File: src/verilog/rpsc_cfg.svh
// Constants for the reset pin state controller: levels, addresses, timing.
//------------------------------------------------------------------------------
// Summary of operation
//------------------------------------------------------------------------------
// Summary of operation
// - Memory address and bank zero in input reset.
// - Memory strobes and masks high, data bus input.
// - After release, run memory init write cycles.
// - All three PCI grants held high in reset.
// - Not local bus: first prefetch on PCI.
// - ISA address FFFXX, then FFF03; upper zero.
// - ISA/PCMCIA prefetch starts at FFFFF0 on bus.
// - Second phase: ISA data FF, strobes high.
// - ALE/AEN low; DMA ack input, then 04.
// - PCMCIA: card reset high, enables high, VPP low.
// - Local bus: data FF, strobes and selects high.
// - IDE data FF, acks high, address low later.
// - Video outputs black throughout reset.
`ifndef RPSC_CFG_SVH
`define RPSC_CFG_SVH
`define RPSC_MEM_ADDR_RST 11'h000
`define RPSC_ISA_ADDR_IN_RST 20'hFFF00
`define RPSC_ISA_ADDR_OUT_RST 20'hFFF03
`define RPSC_BOOT_ADDR 24'hFFFFF0
`define RPSC_DATA_FF 16'h00FF
`define RPSC_DMA_ACK_IDLE 3'h4
`define RPSC_VIDEO_BLACK 8'h00
`define RPSC_INIT_WRITES 4'h8
`define RPSC_PREFETCH_CYCLES 4'h4
`endif

File: src/verilog/rpsc_pkg.sv
// Types shared by the reset pin state controller.
package rpsc_pkg;
	// Reset phase and boot activity, one-hot.
	typedef enum logic [4:0] {
		RPSC_IN_RST = 5'b00001,
		RPSC_OUT_RST = 5'b00010,
		RPSC_MEM_INIT = 5'b00100,
		RPSC_PREFETCH = 5'b01000,
		RPSC_RUN = 5'b10000
	} rpsc_phase_e;
	// Boot bus selection from the straps.
	typedef enum logic [1:0] {
		RPSC_BUS_ISA = 2'h0,
		RPSC_BUS_PCMCIA = 2'h1,
		RPSC_BUS_LOCAL = 2'h2
	} rpsc_bus_t;
	// SDRAM pins.
	typedef struct packed {
		logic [10:0] addr;
		logic bank;
		logic [1:0] ras_n;
		logic [1:0] cas_n;
		logic mem_write_enable_n;
		logic [7:0] dqm_n;
		logic data_oe;
	} rpsc_mem_s;
	// PCI pins.
	typedef struct packed {
		logic [31:0] ad;
		logic ad_oe;
		logic [3:0] cbe;
		logic par;
		logic ctrl_oe;
		logic [2:0] gnt_n;
		logic prefetch;
	} rpsc_pci_s;
	// ISA / PCMCIA / local shared pins.
	typedef struct packed {
		logic isa_buffer_enable_n;
		logic [19:0] sa;
		logic [6:0] la;
		logic [15:0] sd;
		logic strobes_n;
		logic ale;
		logic aen;
		logic [2:0] encoded_dma_ack;
		logic dack_oe;
		logic tc;
		logic gpio_chip_select_n;
		logic gpio_cs_oe;
		logic rtc_addr_strobe;
		logic boot_rom_select_n;
		logic card_reset;
		logic card_enables_n;
		logic [1:0] prog_voltage_ctrl;
		logic local_read_strobe_n;
		logic local_write_strobe_n;
		logic [1:0] local_byte_enable_n;
		logic flash_select0_n;
		logic [7:0] local_io_select_n;
		logic [23:0] boot_addr;
		logic prefetch;
	} rpsc_isa_s;
	// IDE and video pins.
	typedef struct packed {
		logic [15:0] dd;
		logic [2:0] da;
		logic [3:0] cs;
		logic [1:0] dack_n;
		logic [3:0] io_n;
		logic [7:0] red;
		logic [7:0] green;
		logic [7:0] blue;
	} rpsc_ide_s;
endpackage : rpsc_pkg

File: src/verilog/rpsc_reset_pins.sv
// Reset phase sequencer driving every bus pin level through reset.
`timescale 1ns/1ps
`include "rpsc_cfg.svh"
module rpsc_reset_pins #(
	parameter logic [3:0] INIT_WRITES = `RPSC_INIT_WRITES,
	parameter logic [3:0] PREFETCH_CYCLES = `RPSC_PREFETCH_CYCLES
) (
	// Clock and reset.
	input wire logic clock,
	input wire logic nrst,
	// Reset pins and straps.
	input wire logic system_reset_in_n,
	input wire rpsc_pkg::rpsc_bus_t boot_bus,
	// Pin groups.
	output rpsc_pkg::rpsc_mem_s mem_q,
	output rpsc_pkg::rpsc_pci_s pci_q,
	output rpsc_pkg::rpsc_isa_s isa_q,
	output rpsc_pkg::rpsc_ide_s ide_q,
	output logic system_reset_out_n_q,
	output logic boot_done_q
);
	import rpsc_pkg::*;

	//--------------------------------------------------------------------------
	// Phase sequencer
	//--------------------------------------------------------------------------
	rpsc_phase_e phase_q, phase_d; // Current reset phase.
	logic [3:0] cnt_q, cnt_d; // Cycle count within a boot phase.
	rpsc_bus_t bus_q, bus_d; // Strap captured at input release.

	// Phases only advance forward; a new input reset restarts from the top.
	always_comb begin
		phase_d = phase_q;
		cnt_d = cnt_q;
		bus_d = bus_q;
		if (!system_reset_in_n) begin
			phase_d = RPSC_IN_RST;
			cnt_d = 4'h0;
		end else begin
			case (phase_q)
				RPSC_IN_RST: begin
					// Straps are taken while the output reset still holds.
					bus_d = boot_bus;
					phase_d = RPSC_OUT_RST;
				end
				RPSC_OUT_RST: begin
					phase_d = RPSC_MEM_INIT;
					cnt_d = 4'h0;
				end
				RPSC_MEM_INIT: begin
					// Memory must be initialised before any prefetch.
					if (cnt_q == INIT_WRITES - 4'h1) begin
						phase_d = RPSC_PREFETCH;
						cnt_d = 4'h0;
					end else begin
						cnt_d = cnt_q + 4'h1;
					end
				end
				RPSC_PREFETCH: begin
					if (cnt_q == PREFETCH_CYCLES - 4'h1) begin
						phase_d = RPSC_RUN;
					end else begin
						cnt_d = cnt_q + 4'h1;
					end
				end
				RPSC_RUN: begin
					phase_d = RPSC_RUN;
				end
				default: begin
					phase_d = RPSC_IN_RST;
				end
			endcase
		end
	end

	// Phase registers.
	always_ff @(posedge clock or negedge nrst) begin
		if (!nrst) begin
			phase_q <= RPSC_IN_RST;
			cnt_q <= 4'h0;
			bus_q <= RPSC_BUS_ISA;
		end else begin
			phase_q <= phase_d;
			cnt_q <= cnt_d;
			bus_q <= bus_d;
		end
	end

	//--------------------------------------------------------------------------
	// Pin levels
	//--------------------------------------------------------------------------
	rpsc_mem_s mem_d; // Next memory pins.
	rpsc_pci_s pci_d; // Next PCI pins.
	rpsc_isa_s isa_d; // Next ISA/card/local pins.
	rpsc_ide_s ide_d; // Next IDE/video pins.
	logic in_rst; // Input reset phase.
	logic out_rst; // Output reset only phase.
	logic in_reset; // Either reset phase.
	logic init; // Memory init phase.
	logic pf; // Prefetch phase.

	// Pin levels are functions of the phase the sequencer will enter and the strapped bus.
	always_comb begin
		in_rst = phase_d == RPSC_IN_RST;
		out_rst = phase_d == RPSC_OUT_RST;
		in_reset = in_rst || out_rst;
		init = phase_d == RPSC_MEM_INIT;
		pf = phase_d == RPSC_PREFETCH;
		// Memory: idle strobes high, address zero, data released.
		mem_d.addr = `RPSC_MEM_ADDR_RST;
		mem_d.bank = 1'b0;
		mem_d.ras_n = 2'b11;
		mem_d.cas_n = 2'b11;
		mem_d.mem_write_enable_n = 1'b1;
		mem_d.dqm_n = 8'hFF;
		mem_d.data_oe = 1'b0;
		if (init) begin
			// Each init cycle is a write with all strobes active.
			mem_d.ras_n = 2'b00;
			mem_d.cas_n = 2'b00;
			mem_d.mem_write_enable_n = 1'b0;
			mem_d.dqm_n = 8'h00;
			mem_d.data_oe = 1'b1;
		end
		// PCI: address/data low, controls left as inputs, no grants.
		pci_d.ad = 32'h0000_0000;
		pci_d.ad_oe = in_reset;
		pci_d.cbe = 4'h0;
		pci_d.par = 1'b0;
		pci_d.ctrl_oe = 1'b0;
		pci_d.gnt_n = 3'h7;
		pci_d.prefetch = pf && (bus_q != RPSC_BUS_LOCAL);
		// ISA group.
		isa_d.isa_buffer_enable_n = in_reset;
		isa_d.sa = in_rst ? `RPSC_ISA_ADDR_IN_RST
			: `RPSC_ISA_ADDR_OUT_RST;
		isa_d.la = 7'h00;
		isa_d.sd = `RPSC_DATA_FF;
		isa_d.strobes_n = 1'b1;
		isa_d.ale = 1'b0;
		isa_d.aen = 1'b0;
		isa_d.encoded_dma_ack = in_reset ? 3'h0 : `RPSC_DMA_ACK_IDLE;
		isa_d.dack_oe = !in_reset;
		isa_d.tc = 1'b0;
		isa_d.gpio_chip_select_n = 1'b1;
		isa_d.gpio_cs_oe = !in_reset;
		isa_d.rtc_addr_strobe = 1'b0;
		// Card boot fetches go through the boot ROM select.
		isa_d.boot_rom_select_n =
			!(pf && bus_q == RPSC_BUS_PCMCIA);
		// Card pins: reset held high, power enables off, VPP low.
		isa_d.card_reset = in_reset;
		isa_d.card_enables_n = 1'b1;
		isa_d.prog_voltage_ctrl = 2'b00;
		// Local bus idle levels.
		isa_d.local_read_strobe_n = 1'b1;
		isa_d.local_write_strobe_n = 1'b1;
		isa_d.local_byte_enable_n = 2'b11;
		isa_d.flash_select0_n = 1'b1;
		isa_d.local_io_select_n = 8'hFF;
		// Boot address only leaves in prefetch when the strapped bus is not the local bus.
		isa_d.boot_addr = pf && bus_q != RPSC_BUS_LOCAL
			? `RPSC_BOOT_ADDR : 24'h000000;
		isa_d.prefetch = pf && bus_q != RPSC_BUS_LOCAL;
		// IDE and video.
		ide_d.dd = `RPSC_DATA_FF;
		ide_d.da = 3'h0;
		ide_d.cs = 4'h0;
		ide_d.dack_n = 2'b11;
		ide_d.io_n = 4'hF;
		ide_d.red = `RPSC_VIDEO_BLACK;
		ide_d.green = `RPSC_VIDEO_BLACK;
		ide_d.blue = `RPSC_VIDEO_BLACK;
	end

	// Pin registers; reset values match the input reset phase.
	always_ff @(posedge clock or negedge nrst) begin
		if (!nrst) begin
			mem_q <= '{addr: 11'h000, bank: 1'b0, ras_n: 2'b11,
				cas_n: 2'b11, mem_write_enable_n: 1'b1,
				dqm_n: 8'hFF, data_oe: 1'b0};
			pci_q <= '{ad: 32'h0000_0000, ad_oe: 1'b1, cbe: 4'h0,
				par: 1'b0, ctrl_oe: 1'b0, gnt_n: 3'h7,
				prefetch: 1'b0};
			isa_q <= '0;
			isa_q.isa_buffer_enable_n <= 1'b1;
			isa_q.sa <= `RPSC_ISA_ADDR_IN_RST;
			isa_q.sd <= `RPSC_DATA_FF;
			isa_q.strobes_n <= 1'b1;
			isa_q.gpio_chip_select_n <= 1'b1;
			isa_q.boot_rom_select_n <= 1'b1;
			isa_q.card_reset <= 1'b1;
			isa_q.card_enables_n <= 1'b1;
			isa_q.local_read_strobe_n <= 1'b1;
			isa_q.local_write_strobe_n <= 1'b1;
			isa_q.local_byte_enable_n <= 2'b11;
			isa_q.flash_select0_n <= 1'b1;
			isa_q.local_io_select_n <= 8'hFF;
			ide_q <= '0;
			ide_q.dd <= `RPSC_DATA_FF;
			ide_q.dack_n <= 2'b11;
			ide_q.io_n <= 4'hF;
			system_reset_out_n_q <= 1'b0;
			boot_done_q <= 1'b0;
		end else begin
			mem_q <= mem_d;
			pci_q <= pci_d;
			isa_q <= isa_d;
			ide_q <= ide_d;
			system_reset_out_n_q <= !in_reset;
			boot_done_q <= phase_d == RPSC_RUN;
		end
	end
endmodule : rpsc_reset_pins

File: config.mk
export PLATFORM = sky130hd
export DESIGN_NAME = rpsc_reset_pins
export DESIGN_NICKNAME = d
export VERILOG_FILES = /design/src/verilog/rpsc_pkg.sv /design/src/verilog/rpsc_reset_pins.sv
export VERILOG_INCLUDE_DIRS = /design/src /design/src/verilog
export SDC_FILE = /design/constraint.sdc
export NUM_CORES = 1
export LEC_CHECK = 0
export ABC_AREA = 1
export ABC_CLOCK_PERIOD_IN_PS = 1500
export BUFFER_PORTS_ARGS = -buffer_cell sky130_fd_sc_hd__clkbuf_2
export CAP_MARGIN = 20
export CORE_ASPECT_RATIO = 1.75
export CORE_MARGIN = 4
export CORE_UTILIZATION = 39
export CTS_CLUSTER_SIZE = 10
export DETAILED_ROUTE_END_ITERATION = 10
export GPL_TIMING_DRIVEN = 0
export PLACE_DENSITY = 0.85
export SYNTH_ARGS = -nofsm -noshare
export SYNTH_HDL_FRONTEND = slang
export SYNTH_SLANG_ARGS = --single-unit
File: constraint.sdc
create_clock -name clock -period 1.5 [get_ports clock]
set_input_delay 0.15 -clock clock [delete_from_list [all_inputs] [get_ports clock]]
set_output_delay 0.15 -clock clock [all_outputs]
set_load 0.01 [all_outputs]
==> flow_summary.toml, run 1 <==
[floorplan]
chipHeight_um = 115
die_area_um2 = 8020
row_count = 38
die_w_um = 69.4
initial_core_util_pct = 40.7
core-area_um2 = 6320
ioPinCount = 227

[clock_network]
post-cts-setup-buffer-count = 0
clock_latency_ns = 0.27
cts-buffers-inserted = 3
clock_path_buffers = 2
path_clk_slew_ns = 0.08
tritoncts = "yes"
clock_sinks = 19
htree_levels = 1
root_buffer = "clkbuf_8"

[worst_setup_path]
cp_data_required_time_ns = 1.35
cp_max_fo = 13
worstSetupPathType = "reg -> out"
worstSetupEndpointType = "output pin"
worstPathArrival_ns = 1.17
max_stage_delay_ns = 0.65
cp_slowest_cell = "dfstp_2"
worstSetupStartpointType = "register"
crit_path_cell_trace = "buf_4 > clkbuf_2"

[pwr]
peakVddDrop_uv = 596
power_mw = 1.78
p_comb_share_pct = 46.0
power.density_nw_per_um2 = 490
p_sw_uw = 645
p_clk_share_pct = 20.9
switching_share_pct = 36.2
power_frac_seq_pct = 33.1
power.internal_mw = 1.14
p_leak_nw = 2.45

[timing]
whs_ns = 0.0868
setup-tns-final_ns = 0
rsz0062_at_grt = "false"
min_period_ns = 1.32
clock_skew_ns = 0.00801
finalCritPeriodShare_pct = 88.0
final_hold_viol_count = 0
finalSetupViolations = 0
fmax_mhz = 757
drv_slew = 0

[synthesis]
syn-instance-count = 324
ys_seq_elements = 19
yosys.area.top_type_share_pct = 62.7
synth_cell_types = 25
ys_seq_area_share_pct = 18.7
ys_warn_count = 0
syn_avg_cell_area_um2 = 7.95
synth.area.top_cells = "buf_4 (63%), dfrtp_1 (15%), dfstp_2 (4.1%), nand2_1 (3.8%), nand3_1 (1.9%)"
yosys.area.top_type = "buf_4"
mappedNetlistArea_um2 = 2570

[run_status]
outcome = "finished clean"

[place]
dpl_cell_area_um2 = 3580
numPortBuffers = 51
place_hpwl_um = 5520
gp_congestion = 0.847

[cells_and_area]
n_antenna_cell = 0
syn2layout_area_growth_pct = 41.4
fin_area_um2 = 3640
drive_gt1_share_pct = 54.2
nets = 560
fillers = 587

[drt]
drt-total-wl_um = 5860
viasPerCell = 3.17
ant_nets = 0
vias = 2007
drt-initial-drc-count = 15
drt_first_pass_iters = 3
drc = 0
wl_per_cell_um = 9.25

[global_routing]
grt_usage_pct = 12.9
antenna_found_initial = 0
grt_max_degree = 23
grt_pass1_wl_um = 8450
overflow = 0
grt_pass1_vias = 1725

[run]
max-cap-violations = 0

[hold_path]
min_path_type = "in -> reg"
[power groups by stage]
stage                     sequential, mW  clock, mW  combinational [mW]
after floorplan                    0.600          0               0.691
after global placement             0.597          0               0.765
after detailed placement           0.600          0               0.772
after CTS                          0.591      0.382               0.775
after global routing               0.597      0.404               0.896
final                              0.590      0.373               0.820
[area by class of cell]
type,instances,area [µm²],area share [%]
timing repair buffer,52,265,7.29
tap,80,100,2.75
clock buffer,3,41.3,1.13
buffer,215,1610,44.3
inverter,16,62.6,1.72
clock inverter,1,7.51,0.206
multi-input combinational,247,1070,29.3
sequential,19,482,13.2
[worst max-delay path, delay by kind of cell (launching register included)]
| kind | cells | cell delay [ns] |
|---|---|---|
| flops | 1 | 0.65 |
| buf+inv | 2 | 0.26 |
[metrics by stage]
step	std cells	util, %	worst slack (ns)
5_1_grt	633	57.6	0.0779
4_1_cts	633	57.6	0.157
2_1_floorplan	497	-	0.337
3_5_place_dp	628	56.6	0.205
3_3_place_gp	628	56.6	0.260
6_report	633	57.6	0.180
[cells by family after synthesis]
kind of cell	count (synthesis)	share of synthesized area, %
simple gates	63	13.5
compound gates	7	1.65
other cells	2	0.292
buf+inv	231	65.1
xor+xnor	1	0.340
flops	19	18.7
fa+ha+maj	1	0.486
[final timing paths]
kind / cells after the start / end / slack [ns] / start
setup reg to reg: 7 / cnt_q[0]$_DFFE_PN0P_ / 0.19 / cnt_q[0]$_DFFE_PN0P_
hold reg to reg: 1 / isa_q[42]$_DFF_PN1_ / 0.44 / bus_q[0]$_DFFE_PN0P_
setup / recovery: 2 / mem_q[7] / 0.18 / mem_q[7]$_DFF_PN1_
max in group asynchronous: 2 / mem_q[7]$_DFF_PN1_ / 0.79 / nrst
min in group asynchronous: 2 / phase_q[4]$_DFF_PN0_ / 0.36 / nrst
hold / removal: 3 / bus_q[0]$_DFFE_PN0P_ / 0.09 / boot_bus[0]
[layer usage]
metal | track usage [%] | vias to the layer above | part of all wire [%]
li1 | - | 1051 | -
met5 | 0 | - | 0
met1 | 10.4 | 841 | 26
met3 | 2.86 | 5 | 11
met2 | 29.4 | 110 | 62
met4 | 3.13 | 0 | 0.87
[registers in the layout (all words and copies together) (netlist names)]
| signal | count |
|---|---|
| cnt_q | 4 |
| isa_q | 5 |
| bus_q | 2 |
| boot_done_q | 1 |
| mem_q | 2 |
| phase_q | 5 |
[Yosys cell counts]
library cell / count
nand2_4: 1
nor2_4: 2
dfrtp_1: 15
nor2_1: 8
a21oi_1: 2
o21ai_2: 1
o21ai_0: 3
buf_4: 215
nand4_1: 2
dfstp_2: 4
inv_2: 6
nand3_2: 4
nand2_2: 4
and2_1: 1
xor2_1: 1
a21oi_2: 1
conb_1: 2
inv_1: 9
inv_4: 1
ha_1: 1
nand4_2: 1
nor2_2: 3
nand3_1: 10
nand2_1: 26
nor2_8: 1
[cells in the final DEF (no fill, tap or decap)]
cell           count
buf_4            215
conb_1           175
clkbuf_2          51
nand2_1           26
dfrtp_1           14
nand3_1           10
inv_1              9
nor2_1             8
inv_2              6
nand3_2            4
nand2_2            4
dfstp_2            4
nor2_2             3
o21ai_0            3
clkbuf_8           3
nor2_4             2
a21oi_1            2
nand4_1            2
inv_4              1
nor2_8             1
nand4_2            1
o21ai_2            1
nand2_4            1
and2_1             1
a21oi_2            1
xor2_1             1
ha_1               1
clkinvlp_4         1
dlygate4sd3_1      1
dfrtp_2            1
[repair_timing]
item | CTS | global route
hold endpoints to repair | 15 | 0
setup endpoints to repair | 21 | 0
gates resized for setup | 1 | 0
hold buffers | 1 | 0
(Power assumes the default switching activity.)
==> run 2: changes to the inputs <==
--- a/config.mk
+++ b/config.mk
@@ -8,5 +8,5 @@
 export LEC_CHECK = 0
 export ABC_AREA = 1
-export ABC_CLOCK_PERIOD_IN_PS = 1500
+export ABC_CLOCK_PERIOD_IN_PS = 1400
 export BUFFER_PORTS_ARGS = -buffer_cell sky130_fd_sc_hd__clkbuf_2
 export CAP_MARGIN = 20
==> constraint.sdc (replaced) <==
create_clock -name clock -period 1.4 [get_ports clock]
set_input_delay 0.07 -clock clock [delete_from_list [all_inputs] [get_ports clock]]
set_output_delay 0.07 -clock clock [all_outputs]
set_load 0.01 [all_outputs]
==> flow_summary.toml, run 2 (synthesized netlist as in run 1, its figures left out) <==
[pwr]
power.density_nw_per_um2 = 525
peakVddDrop_uv = 639
p_leak_nw = 2.45

[worst_setup_path]
cp_max_fo = 5
worstSetupEndpointType = "register"
worstPathArrival_ns = 1.44
critPathMostFrequentCell = "nand2_1"
cp_slowest_cell = "dfrtp_1"
cp_data_required_time_ns = 1.55
worstSetupStartpointType = "register"
crit_path_cell_trace = "ha_2 > nand2_1 > nand2_1 > nand2_4 > nand2_2 > nand3_1 > nand2_1"
worstSetupPathType = "reg -> reg"
max_stage_delay_ns = 0.42

[global_routing]
antenna_found_initial = 0
grt_util_met2_pct = 29.4
grt_pass1_wl_um = 8450
met1_usage_pct = 10.4
grt_usage_pct = 12.9
grt_pass1_vias = 1725
groute.layer.met3.usage_pct = 2.86
grt_max_degree = 23
busiest_layer = "met2"
overflow = 0

[clock_network]
clock_latency_ns = 0.27
cts-buffers-inserted = 3
root_buffer = "clkbuf_8"
htree_levels = 1
tritoncts = "yes"
path_clk_slew_ns = 0.08
clock_sinks = 19
clock_path_buffers = 2

[drt]
viasPerCell = 3.18
drt-initial-drc-count = 15
drc = 0
drt_first_pass_iters = 2
vias = 2011
drt-total-wl_um = 5860
wl_per_cell_um = 9.26
ant_nets = 0

[run_status]
outcome = "finished clean"

[place]
place_inst = 628
numPortBuffers = 51
gp_congestion = 0.847
place_hpwl_um = 5520

[floorplan]
core-area_um2 = 6320
die_w_um = 69.4
die_area_um2 = 8020
chipHeight_um = 115
row_count = 38
ioPinCount = 227
initial_core_util_pct = 40.7

[cells_and_area]
syn2layout_area_growth_pct = 41.4
fin_cells = 633
final_common_cell = "buf_4"
multi_input_area_um2 = 1070
n_antenna_cell = 0
fillers = 586
top_regs = "isa_q (5), phase_q (5), cnt_q (4)"
final_cell_mix = "buf_4 (215), conb_1 (175), clkbuf_2 (51)"
regArea_um2 = 482
drive_gt1_share_pct = 54.4
nets = 560
final_util_pct = 57.6

[timing]
clock_skew_ns = 0.00797
min_period_ns = 1.28
finalSetupViolations = 0
fmax_mhz = 779
final_hold_viol_count = 0
setup-tns-final_ns = 0
drv_slew = 0
rsz0062_at_grt = "false"
finalCritPeriodShare_pct = 91.7

[run]
max-cap-violations = 0

[hold_path]
min_path_type = "in -> reg"
==> run 2: changes by cell type in the layout (fill, tap and decap cells not counted) <==
cell	before	now
ha_2	0	1
ha_1	1	0
==> run 2: final timing paths <==
path	startpoint	slack, ns	cells past startpoint	endpoint
setup / recovery	cnt_q[0]$_DFFE_PN0P_	0.12	7	cnt_q[0]$_DFFE_PN0P_
hold / removal	boot_bus[0]	0.006	3	bus_q[0]$_DFFE_PN0P_
setup reg to reg	cnt_q[0]$_DFFE_PN0P_	0.12	7	cnt_q[0]$_DFFE_PN0P_
hold reg to reg	bus_q[0]$_DFFE_PN0P_	0.44	1	isa_q[42]$_DFF_PN1_
max in group asynchronous	nrst	0.77	2	mem_q[7]$_DFF_PN1_
min in group asynchronous	nrst	0.28	2	phase_q[4]$_DFF_PN0_
==> run 2: what timing repair did <==
action,in CTS,in global routing
endpoints found under the setup margin,21,2
gates cloned,0,0
hold buffers,1,0
hold endpoints to repair,15,0
gates resized for setup,1,1
setup buffers,0,0
==> run 2: final cells by class <==
type | count | area share (%)
Buffer | 215 | 44.3
Multi-Input combinational cell | 247 | 29.4
Sequential cell | 19 | 13.2
Timing Repair Buffer | 52 | 7.28
Tap cell | 80 | 2.75
Inverter | 16 | 1.72
Clock buffer | 3 | 1.13
Clock inverter | 1 | 0.206
==> run 2: worst max-delay path, delay by kind of cell (launching register included) <==
family        cells  cell delay [ns]
flops             1             0.42
fa+ha+maj         1             0.22
simple gates      6             0.54
==> run 2: per-layer routing <==
| metal | up-vias | routed length [µm] |
|---|---|---|
| met5 | - | 0 |
| met4 | 0 | 51 |
| met3 | 5 | 621 |
| met2 | 110 | 3640 |
| met1 | 845 | 1550 |
| li1 | 1051 | - |
==> run 2: stage by stage <==
stage	area (µm²)	hold WS (ns)	total power [mW]	setup slack, ns
6_report	3640	0.00644	1.91	0.117
5_1_grt	3640	0.0344	2.03	0.0197
4_1_cts	3640	0.0107	1.87	0.0845
3_5_place_dp	3580	0.0464	1.47	0.105
3_3_place_gp	3580	0.0319	1.46	0.160
2_1_floorplan	3220	-0.226	1.38	0.237
==> run 2: power by group <==
part / leakage [nW] / switching (mW) / internal, mW
registers: 0.244 / 0.0373 / 0.595
clock network: 0.0217 / 0.199 / 0.201
logic: 2.19 / 0.456 / 0.423
total: 2.45 / 0.692 / 1.22
